### config.mk
export PLATFORM = sky130hd
export DESIGN_NAME = block_power_control
export DESIGN_NICKNAME = d
export VERILOG_FILES = /design/src/verilog/block_power_pkg.sv /design/src/verilog/block_power_control.sv
export SDC_FILE = /design/constraint.sdc
export NUM_CORES = 1
export LEC_CHECK = 0
export BUFFER_PORTS_ARGS = -buffer_cell sky130_fd_sc_hd__buf_2
export CAP_MARGIN = 0
export CORE_ASPECT_RATIO = 0.9
export CORE_MARGIN = 1
export CORE_UTILIZATION = 60
export CTS_CLUSTER_DIAMETER = 120
export CTS_CLUSTER_SIZE = 20
export DETAILED_ROUTE_END_ITERATION = 10
export PLACE_DENSITY = 0.83
export SETUP_SLACK_MARGIN = 0.15
export SLEW_MARGIN = 0
export SYNTH_ARGS = -nofsm -noshare
export SYNTH_HDL_FRONTEND = slang
export SYNTH_SLANG_ARGS = --single-unit
### constraint.sdc
create_clock -name core_clk -period 3.53 [get_ports core_clk]
set_input_delay 0.1765 -clock core_clk [delete_from_list [all_inputs] [get_ports core_clk]]
set_output_delay 0.1765 -clock core_clk [all_outputs]
set_load 0.1 [all_outputs]
### src/verilog/block_power_pkg.sv
// constants, field layouts and carriers for the block power controller
package block_power_pkg;

	// ****************************************
	// register map
	// ****************************************
	localparam logic [7:0] OFS_MASK_PIN_LOW = 8'h01;
	localparam logic [7:0] OFS_MASK_PIN_HIGH = 8'h02;
	localparam logic [7:0] OFS_HALF_DUPLEX = 8'h03;
	localparam logic [7:0] OFS_STATUS = 8'h1F;

	// ****************************************
	// mask bit positions
	// ****************************************
	localparam int BIT_PLL = 7;
	localparam int BIT_TX_CONV_AMP = 6;
	localparam int BIT_TX_DIGITAL = 5;
	localparam int BIT_BIAS_REF = 4;
	localparam int BIT_ADC_CM_REF = 3;
	localparam int BIT_ADC = 2;
	localparam int BIT_GAIN_BIAS = 1;
	localparam int BIT_RX_GAIN_AMP = 0;

	// ****************************************
	// half-duplex register fields
	// ****************************************
	localparam int HD_DELAY_MSB = 7;
	localparam int HD_DELAY_LSB = 3;
	localparam int HD_RX_VIA_TRANSMIT_ENABLE_PIN = 2;
	localparam int HD_TX_FAST_EN = 1;
	localparam int HD_RX_FAST_EN = 0;

	// ****************************************
	// reset values
	// ****************************************
	localparam logic [7:0] RST_MASK_PIN_LOW = 8'h00;
	localparam logic [7:0] RST_MASK_PIN_HIGH = 8'h7F;
	localparam logic [7:0] RST_MASK_PIN_HIGH_LOWEST = 8'hFF;
	localparam logic [7:0] RST_HALF_DUPLEX = 8'hFF;

	// ****************************************
	// timing
	// ****************************************
	localparam int CLK_PERIOD_PS = 40000;
	localparam int TX_UP_PS = 500000;
	localparam int RX_UP_PS = 2000000;
	localparam int TX_UP_CYC = TX_UP_PS / CLK_PERIOD_PS;
	localparam int RX_UP_CYC = RX_UP_PS / CLK_PERIOD_PS;
	localparam int FLUSH_WORD_CLKS = 33;

	// burst pins from the back end
	typedef struct packed {
		logic txEnable;
		logic rxEnable;
		logic transmit_quiet_pin;
		logic txWordClk;
	} burst_pins_s;

	// effective power controls toward the analog blocks
	typedef struct packed {
		logic [7:0] blockDown;
		logic lineAmpDown;
		logic converterDown;
		logic filterDisable;
		logic filterFlush;
	} power_ctl_s;

endpackage

### src/verilog/block_power_control.sv
// power-down mask selection and half-duplex burst power control
`timescale 1ns/1ps

// How it works
// (RULE1) pin low: first mask powers blocks down
// (RULE2) pin high: second mask powers blocks down
// (RULE3) select pin acts combinationally, no clock wait
// (RULE4) mode strap low half-duplex, high full-duplex
// (RULE5) both masks share one eight-block bit layout
// (RULE6) reset: first mask all on, second all off except PLL
// (RULE7) full-duplex plus profile strap: PLL off, osc buffered
// (RULE8) controller programs complementary masks, toggles select pin
// (RULE9) burst power paths switch within stated times
// (RULE10) full-duplex quiet low: amp down, filter disabled
// (RULE11) controller flushes filter with zeros around power-down
// (RULE12) half-duplex register ignored in full-duplex
// (RULE13) select pin keeps master control in half-duplex
// (RULE14) fast control touches only line amp, digital, ADC, gain amp
// (RULE15) default: transmit enable drives, converter stays powered
// (RULE16) enable falling starts delayed transmit shutdown
// (RULE17) five-bit delay field, 0 to 31, reset 31
// (RULE18) midscale flush for 33 word clocks before shutdown; code starts flush and delay together at enable fall
// (RULE19) enable rising powers transmit up without delay
// (RULE20) bit 2 picks receive control source
// (RULE21) via transmit enable: fall powers rx up, rise down
// (RULE22) via receive enable: rise powers rx up, fall down
// (RULE23) bits 1 and 0 enable fast tx/rx down
// (RULE24) delay counts word clocks; new rise cancels shutdown
// (RULE25) effective down is mask OR fast request
module block_power_control #(
	parameter int DELAY_W = 5 // width of the shutdown delay field
)(
	input wire logic core_clk, // 25 MHz system clock
	input wire logic rst, // synchronous reset, active high
	input wire logic modeStrap, // interface strap, high full-duplex
	input wire logic profileStrap, // reset profile strap
	input wire logic powerSelectPin, // selects which mask is applied
	input wire logic converterOutputsUsed, // converter outputs in use
	input wire block_power_pkg::burst_pins_s burstPins, // burst control pins
	input wire logic regWrite, // register write strobe
	input wire logic regRead, // register read strobe
	input wire logic [7:0] regAddr, // register offset
	input wire logic [7:0] regWrData, // register write data
	output logic [7:0] regRdData, // register read data
	output logic regRdValid, // read data valid pulse
	output block_power_pkg::power_ctl_s powerCtl, // power controls to blocks
	output logic halfDuplexMode, // captured interface mode
	output logic receiveClockBuffered, // receive clock carries osc input
	output logic txPathReady, // transmit path settled
	output logic rxPathReady // receive path settled
);

	// ****************************************
	// state
	// ****************************************
	logic [7:0] maskLow_q;
	logic [7:0] maskHigh_q;
	logic [7:0] halfDuplex_q;
	logic fullDuplex_q;
	logic profile_q;
	logic txEnPrev_q;
	logic rxEnPrev_q;
	logic wordClkPrev_q;
	logic [DELAY_W-1:0] delayCnt_q;
	logic delayActive_q;
	logic [5:0] flushCnt_q;
	logic txFastDown_q;
	logic rxFastDown_q;
	logic [5:0] txSettle_q;
	logic [5:0] rxSettle_q;
	logic txRise;
	logic txFall;
	logic rxRise;
	logic rxFall;
	logic wordTick;
	logic hdActive;
	logic [7:0] selMask;
	logic [7:0] fastMask;
	logic txBlocksUp;
	logic rxBlocksUp;

	// count a settle timer up to its bound while the path is powered
	function automatic logic [5:0] settle(input logic up, input logic [5:0] cnt,
		input logic [5:0] lim);
		if (!up)
		begin
			settle = 6'h00;
		end
		else if (cnt < lim)
		begin
			settle = cnt + 6'h01;
		end
		else
		begin
			settle = cnt;
		end
	endfunction

	// ****************************************
	// edge detection on synchronous pins
	// ****************************************

	// previous pin levels
	always_ff @(posedge core_clk)
	begin
		if (rst)
		begin
			txEnPrev_q <= 1'b0;
			rxEnPrev_q <= 1'b0;
			wordClkPrev_q <= 1'b0;
		end
		else
		begin
			txEnPrev_q <= burstPins.txEnable;
			rxEnPrev_q <= burstPins.rxEnable;
			wordClkPrev_q <= burstPins.txWordClk;
		end
	end

	// edge pulses
	assign txRise = burstPins.txEnable & ~txEnPrev_q;
	assign txFall = ~burstPins.txEnable & txEnPrev_q;
	assign rxRise = burstPins.rxEnable & ~rxEnPrev_q;
	assign rxFall = ~burstPins.rxEnable & rxEnPrev_q;
	assign wordTick = burstPins.txWordClk & ~wordClkPrev_q; // [RULE24]

	// ****************************************
	// straps and registers
	// ****************************************

	// straps caught while reset is held
	always_ff @(posedge core_clk)
	begin
		if (rst)
		begin
			fullDuplex_q <= modeStrap; // [RULE4]
			profile_q <= profileStrap;
		end
	end

	// mask registers, second mask default depends on straps
	always_ff @(posedge core_clk)
	begin
		if (rst)
		begin
			maskLow_q <= block_power_pkg::RST_MASK_PIN_LOW; // [RULE6]
			if (modeStrap && profileStrap)
			begin
				maskHigh_q <= block_power_pkg::RST_MASK_PIN_HIGH_LOWEST; // [RULE7]
			end
			else
			begin
				maskHigh_q <= block_power_pkg::RST_MASK_PIN_HIGH; // [RULE6]
			end
		end
		else if (regWrite)
		begin
			if (regAddr == block_power_pkg::OFS_MASK_PIN_LOW)
			begin
				maskLow_q <= regWrData; // [RULE5]
			end
			if (regAddr == block_power_pkg::OFS_MASK_PIN_HIGH)
			begin
				maskHigh_q <= regWrData; // [RULE5]
			end
		end
	end

	// half-duplex power savings register
	always_ff @(posedge core_clk)
	begin
		if (rst)
		begin
			halfDuplex_q <= block_power_pkg::RST_HALF_DUPLEX; // [RULE17]
		end
		else if (regWrite && regAddr == block_power_pkg::OFS_HALF_DUPLEX)
		begin
			halfDuplex_q <= regWrData;
		end
	end

	// read port, one-cycle answer
	always_ff @(posedge core_clk)
	begin
		if (rst)
		begin
			regRdData <= 8'h00;
			regRdValid <= 1'b0;
		end
		else
		begin
			regRdValid <= regRead;
			if (regRead)
			begin
				case (regAddr)
					block_power_pkg::OFS_MASK_PIN_LOW: regRdData <= maskLow_q;
					block_power_pkg::OFS_MASK_PIN_HIGH: regRdData <= maskHigh_q;
					block_power_pkg::OFS_HALF_DUPLEX: regRdData <= halfDuplex_q;
					block_power_pkg::OFS_STATUS: regRdData <= {2'b00, fullDuplex_q,
						txFastDown_q, rxFastDown_q, delayActive_q, txPathReady,
						rxPathReady};
					default: regRdData <= 8'h00;
				endcase
			end
		end
	end

	// ****************************************
	// half-duplex fast transmit control
	// ****************************************
	assign hdActive = ~fullDuplex_q; // [RULE12]

	// delayed shutdown counter
	always_ff @(posedge core_clk)
	begin
		if (rst)
		begin
			delayActive_q <= 1'b0;
			delayCnt_q <= '0;
		end
		else if (txRise || !hdActive)
		begin
			delayActive_q <= 1'b0; // [RULE24]
		end
		else if (txFall)
		begin
			delayActive_q <= 1'b1; // [RULE16]
			delayCnt_q <= halfDuplex_q[block_power_pkg::HD_DELAY_MSB:
				block_power_pkg::HD_DELAY_LSB]; // [RULE17]
		end
		else if (delayActive_q && delayCnt_q == '0)
		begin
			delayActive_q <= 1'b0;
		end
		else if (delayActive_q && wordTick)
		begin
			delayCnt_q <= delayCnt_q - 1'b1; // [RULE24]
		end
	end

	// midscale flush window after enable falls
	always_ff @(posedge core_clk)
	begin
		if (rst)
		begin
			flushCnt_q <= 6'h00;
		end
		else if (txRise || !hdActive)
		begin
			flushCnt_q <= 6'h00;
		end
		else if (txFall)
		begin
			flushCnt_q <= 6'(block_power_pkg::FLUSH_WORD_CLKS); // [RULE18]
		end
		else if (flushCnt_q != 6'h00 && wordTick)
		begin
			flushCnt_q <= flushCnt_q - 6'h01;
		end
	end

	// transmit fast power-down request
	always_ff @(posedge core_clk)
	begin
		if (rst)
		begin
			txFastDown_q <= 1'b0;
		end
		else if (!hdActive || !halfDuplex_q[block_power_pkg::HD_TX_FAST_EN])
		begin
			txFastDown_q <= 1'b0; // [RULE23]
		end
		else if (txRise)
		begin
			txFastDown_q <= 1'b0; // [RULE19]
		end
		else if (delayActive_q && delayCnt_q == '0)
		begin
			txFastDown_q <= 1'b1; // [RULE16]
		end
	end

	// ****************************************
	// half-duplex fast receive control
	// ****************************************

	// receive fast power-down request from selected source
	always_ff @(posedge core_clk)
	begin
		if (rst)
		begin
			rxFastDown_q <= 1'b0;
		end
		else if (!hdActive || !halfDuplex_q[block_power_pkg::HD_RX_FAST_EN])
		begin
			rxFastDown_q <= 1'b0; // [RULE23]
		end
		else if (halfDuplex_q[block_power_pkg::HD_RX_VIA_TRANSMIT_ENABLE_PIN]) // [RULE20]
		begin
			if (txRise)
			begin
				rxFastDown_q <= 1'b1; // [RULE21]
			end
			else if (txFall)
			begin
				rxFastDown_q <= 1'b0; // [RULE21]
			end
		end
		else if (rxFall)
		begin
			rxFastDown_q <= 1'b1; // [RULE22]
		end
		else if (rxRise)
		begin
			rxFastDown_q <= 1'b0; // [RULE22]
		end
	end

	// ****************************************
	// effective power controls
	// ****************************************

	// pin-selected mask, no clock in the path
	assign selMask = powerSelectPin ? maskHigh_q : maskLow_q; // [RULE1] [RULE2] [RULE3] [RULE13]

	// fast requests reach only the four fast blocks
	always_comb
	begin
		fastMask = 8'h00;
		fastMask[block_power_pkg::BIT_TX_DIGITAL] = txFastDown_q; // [RULE14]
		fastMask[block_power_pkg::BIT_ADC] = rxFastDown_q; // [RULE14]
		fastMask[block_power_pkg::BIT_RX_GAIN_AMP] = rxFastDown_q; // [RULE14]
	end

	// block outputs combine mask, fast and quiet controls
	always_comb
	begin
		powerCtl.blockDown = selMask | fastMask; // [RULE25]
		powerCtl.lineAmpDown = selMask[block_power_pkg::BIT_TX_CONV_AMP] |
			txFastDown_q; // [RULE15]
		powerCtl.converterDown = selMask[block_power_pkg::BIT_TX_CONV_AMP];
		powerCtl.filterDisable = 1'b0;
		powerCtl.filterFlush = (flushCnt_q != 6'h00); // [RULE18]
		if (fullDuplex_q && !burstPins.transmit_quiet_pin)
		begin
			powerCtl.lineAmpDown = 1'b1; // [RULE10]
			powerCtl.filterDisable = 1'b1; // [RULE10]
			powerCtl.converterDown = selMask[block_power_pkg::BIT_TX_CONV_AMP] |
				~converterOutputsUsed; // [RULE10]
		end
	end

	// ****************************************
	// mode and settle status
	// ****************************************
	assign halfDuplexMode = hdActive;
	assign receiveClockBuffered = fullDuplex_q & profile_q; // [RULE7]
	assign txBlocksUp = ~powerCtl.blockDown[block_power_pkg::BIT_TX_DIGITAL] &
		~powerCtl.lineAmpDown;
	assign rxBlocksUp = ~powerCtl.blockDown[block_power_pkg::BIT_ADC] &
		~powerCtl.blockDown[block_power_pkg::BIT_RX_GAIN_AMP];

	// settle timers for burst power-up windows
	always_ff @(posedge core_clk)
	begin
		if (rst)
		begin
			txSettle_q <= 6'h00;
			rxSettle_q <= 6'h00;
		end
		else
		begin
			txSettle_q <= settle(txBlocksUp, txSettle_q,
				6'(block_power_pkg::TX_UP_CYC)); // [RULE9]
			rxSettle_q <= settle(rxBlocksUp, rxSettle_q,
				6'(block_power_pkg::RX_UP_CYC)); // [RULE9]
		end
	end

	// ready flags once the settle window has passed
	assign txPathReady = (txSettle_q == 6'(block_power_pkg::TX_UP_CYC));
	assign rxPathReady = (rxSettle_q == 6'(block_power_pkg::RX_UP_CYC));

endmodule

# After elaboration in Yosys (flattened, before gate mapping)

Index checks and enable logic that the tools add are counted.

Register bits: 64
Word-level logic and storage cells: 106

$add $sub $neg: 4
Order comparisons: 2
Equal/unequal tests: 8
Multiplexer cells: 19
Bitwise operators: 25
Reductions and logical operators: 30

Operators by type and width:

| operator              | count |
|---|---|
| $mux W8               | 5 |
| $pmux W8 S4           | 1 |
| $eq A8 B2 Y1 const B  | 2 |
| $mux W5               | 3 |
| $not A1 Y1            | 14 |
| $add A6 B1 Y6 const B | 2 |
| $mux W6               | 2 |
| $reduce_bool A2 Y1    | 5 |
| $and A1 B1 Y1         | 8 |
| $eq A8 B1 Y1 const B  | 1 |
| $eq A8 B5 Y1 const B  | 1 |
| $or A8 B6 Y8          | 1 |
| $reduce_or A2 Y1      | 4 |
| $mux W1               | 7 |
| $eq A6 B4 Y1 const B  | 1 |
| $eq A6 B6 Y1 const B  | 1 |
| $logic_and A1 B1 Y1   | 6 |
| $lt A6 B4 Y1 const B  | 1 |
| $lt A6 B6 Y1 const B  | 1 |
| $reduce_and A2 Y1     | 3 |
| $reduce_bool A6 Y1    | 1 |
| $reduce_or A3 Y1      | 2 |
| $sub A6 B1 Y6 const B | 1 |
| $logic_not A5 Y1      | 1 |
| 9 further kinds       | 14 |

# Longest topological paths before layout

Depth after elaboration: 7
Gate-level depth with buffers: 6
Mapped depth without buffers: 6

# Worst setup path after synthesis

Ideal clock, no wire load.

Path type: flip-flop to flip-flop
From: register fullDuplex_q
To: register txSettle_q[3]
Setup time: 0.117 ns
Arrival: 3.235 ns
Data required time: 3.413 ns
Setup slack: 0.177 ns
Stages on the path, launching flop included: 7
Buffers on the path: 2
Period minus slack after synthesis: 3.353 ns
Cell sequence: edfxtp_1 -> clkbuf_1 -> nor2b_1 -> or3_1 -> or3_1 -> buf_2 -> nor2_1

RTL lines:

| item                   | line                       | RTL |
|---|---|---|
| start, declared        | block_power_control.sv:59  | `logic fullDuplex_q;` |
| start signal, assigned | block_power_control.sv:136 | `fullDuplex_q <= modeStrap;` |
| end signal, assigned   | block_power_control.sv:373 | `txSettle_q <= settle(txBlocksUp, txSettle_q,` |
| end, declared          | block_power_control.sv:69  | `logic [5:0] txSettle_q;` |

# Final worst setup path

From: register delayCnt_q[0]
To: register delayCnt_q[1]

Longest elaborated chain between the ends: 4
Elaborated cells on any way between the ends: 8
Classes of those cells: 1 x add/sub; 1 x eq/ne; 3 x mux; 3 x reduce/logical

Ends and longest elaborated chain:

| item                                              | line                                                   | RTL |
|---|---|---|
| start, declared                                   | block_power_control.sv:64                              | `logic [DELAY_W-1:0] delayCnt_q;` |
| start signal, assigned                            | block_power_control.sv:228                             | `delayCnt_q <= halfDuplex_q[block_power_pkg::HD_DELAY_MSB:` |
| start signal, assigned                            | block_power_control.sv:237                             | `delayCnt_q <= delayCnt_q - 1'b1;` |
| $sub A5 B1 Y5 or $logic_not A5 Y1 (tied branches) | block_power_control.sv:237, block_power_control.sv:231 |  |
| $mux W5 or $logic_and A1 B1 Y1 (tied branches)    | block_power_control.sv:235, block_power_control.sv:231 |  |
| $mux W5 or $ne A2 B2 Y1 (tied branches)           | n/a                                                    |  |
| $mux W5 or $reduce_and A3 Y1 (tied branches)      | n/a                                                    |  |

Several ways; a longest one is shown, not always the timed one. The select of a mux whose other input is x is not followed.
A chain may end at the register's enable or synchronous reset.

==> metrics <==
share of layout cells above drive strength 1 24.34%; final-report hold violation count 0; Die W 77.71 um; grt total ovfl 0; post_cts resized 0; Worst-Margin Slew 0.9355 ns; IO Count 53; P&R area growth vs syn 15.68%; commonest non-fill, non-tap cell in the layout dfxtp_1; CP Max Fanout 5; Slowest cell on crit path or4b_2; Routed WL 6923 um; height of the chip 70.14 um; syn_nets 355; compound-gate portion of the synthesized area 13.10%; Hold WC Path Type in2reg; TritonCTS Buffers 9; pwr/cell area 458.3 mW/mm^2; clk root buf clkbuf_8; Ant. Diodes 0; core box area 0.004895 mm^2; crit end category flip-flop; Finished Layout Cells 443; row count 24; final setup violating endpoints 0; Max Cap Viol 0; Clock Skew 0.007635 ns; Synth Register Bits 64; TritonRoute pass-1 iters 5; Tot GR Track Use 28.05%; Avg Cell Area, Syn 9.673 um^2; Max-slew headroom 37.06%; die area 0.005451 mm^2; synthesized netlist cell count 320; mux cell area share after synthesis 11.32%; Final min period 2.049 ns; largest family of logic cells by synthesized area simple AND/OR/NAND/NOR gates; starting density of the core 63.24%; worst-path cell chain inv_1 -> ha_1 -> or4b_2 -> a41oi_1 -> a211o_1 -> a21oi_1; outcome complete, no violations; Detailed Place HPWL 4928 um; commonest cells after routing, fill and taps aside 54 x dfxtp_1, 52 x buf_2, 33 x nor2_1, 27 x nand2_1, 20 x mux2i_1; Bufs on Longest Clock Path 2; maximum vdd drop 0.0002958 V; CTS tree yes; FMAX 0.4882 GHz; Yosys warnings 0; CP peak stage delay 0.66 ns; Setup TNS Final 0 ns; post-route ant nets 0; CP arrival 2.25 ns; wire length of the first global-routing pass 11670 um; vias in the first global route 2444; Clk Latency, worst-skew pair 0.34 ns; initial antenna violation count 0; M3 GR Usage 9.542%; Worst setup SP type flip-flop; WS Path Type reg2reg; post-CTS setup buffers 0; unrepaired setup endpoints after global routing no; final cycle utilization of the critical path 58.03%; Vias/cell 5.813; Slew Limit Fails 0; Synth cell types 56; XOR/XNOR Fraction of Synth Area 2.829%; Final #Nets 408; global route hottest layer met2; CTS Sinks 64; Static Leakage 1.426 nW; post-synthesis sequential area ratio 44.62%; met1 Use GR 36.45%; pin count of the biggest net entering global routing 34; H-tree levels 3; clock transition at the registers of the reported paths 0.07 ns; Top FF cell, synth dfxtp_1; Critical Path RT 3.73 ns; Post-Synth Adder-Cell Area 3.153%; DRC errors left 0; via count 2575; GPL Wtd Cong 0.8590; Async S/R FF share, synth 0%; Routed WL per cell 15.63 um; CTS Hold Buffers Added 0; Starting DRT DRC Count 218; IO buf count 52; met2 Usage GRT 44.35%; Synth Cell Area 0.003095 mm^2; Post-Synth Simple-Gate Area 21.30%; Placed Instances 427; number of synthesized flops with an enable pin 10
-- flip-flops by register name (all words and copies together) (netlist names) --
| name | cells |
|---|---|
| flushCnt_q | 6 |
| regRdData | 8 |
| halfDuplex_q | 8 |
| rxSettle_q | 6 |
| maskLow_q | 8 |
| wordClkPrev_q | 1 |
| delayActive_q | 1 |
| regRdValid | 1 |
| rxEnPrev_q | 1 |
| txSettle_q | 6 |
| rxFastDown_q | 1 |
| delayCnt_q | 5 |
| profile_q | 1 |
| txEnPrev_q | 1 |
| fullDuplex_q | 1 |
| txFastDown_q | 1 |
| maskHigh_q | 8 |
-- metal layers --
metal	wire length (um)	vias up	part of all wire, %
li1	-	1254	-
met1	3041	1221	44
met2	3254	94	47
met3	566	6	8.2
met4	60	0	0.87
met5	0	-	0
-- path summary, 6_finish.rpt --
path / start / to / slack (ns) / cells past startpoint
worst min-delay path: profileStrap / profile_q / 0.03 / 1
worst min register to register: txSettle_q[4] / txSettle_q[4] / 0.46 / 2
worst max register to register: delayCnt_q[0] / delayCnt_q[1] / 1.48 / 6
worst max-delay path: delayCnt_q[0] / delayCnt_q[1] / 1.48 / 6
-- where the power goes --
| group | leakage (nW) | switching (mW) | internal [mW] | total, mW |
|---|---|---|---|---|
| combinational | 0.789 | 0.179 | 0.0664 | 0.246 |
| sequential | 0.536 | 0.0172 | 0.761 | 0.779 |
| clock | 0.100 | 0.275 | 0.342 | 0.617 |
| total | 1.43 | 0.471 | 1.17 | 1.64 |
-- critical path, delay by kind of cell (launching register included) --
kind	cells	cell delay, ns
AOI/OAI and AO/OA	3	0.69
DFF	1	0.33
buffers and inverters	1	0.06
and+or+nand+nor	1	0.66
adders and majority gates	1	0.18
-- layout make-up --
cell class                      instances  area, um^2
Timing Repair Buffer                   52       260.3
Fill cell                             365        1314
Sequential cell                        64        1381
Tap cell                               65       81.33
Clock inverter                          4       45.04
Clock buffer                           12       145.1
Inverter                               18       67.56
Multi-Input combinational cell        228        1600
-- cells in the mapped netlist, drive strengths merged, types with 5 or more instances --
master	number	area share (%)
a21oi	12	1.9
a22o	8	2.3
clkbuf	7	0.85
dfxtp	54	35
edfxtp	10	9.7
ha	7	2.8
inv	18	2.2
mux2	13	4.9
mux2i	20	6.5
nand2	27	3.3
nand2b	6	1.2
nand3	6	0.97
nor2	33	4.0
nor2b	8	1.6
nor3	5	0.97
o2bb2ai	5	1.4
or2	8	1.6
or3	6	1.4
xor2	7	2.0
-- through the flow --
| step | total power, mW | worst slack (ns) | cell area (um^2) | hold slack [ns] | util, % |
|---|---|---|---|---|---|
| global route | 1.706 | 1.386 | 3581 | 0.002395 | 73.16 |
| floorplan | 0.9819 | 0.1774 | 3095 | 0.2596 | - |
| detailed placement | 1.038 | 1.292 | 3391 | 0.3704 | 69.27 |
| finish | 1.641 | 1.481 | 3581 | 0.02609 | 73.16 |
| global placement | 1.035 | 1.399 | 3391 | 0.3687 | 69.27 |
| CTS | 1.649 | 1.521 | 3581 | 0.01115 | 73.16 |
-- kinds of logic after synthesis --
family,count (synthesis)
AO/OA/AOI/OAI,55
XOR/XNOR,10
adder cells (fa/ha/maj),8
buffers and inverters,28
flip-flops,64
multiplexers,33
AND/OR/NAND/NOR,122
(Power assumes the default switching activity.)
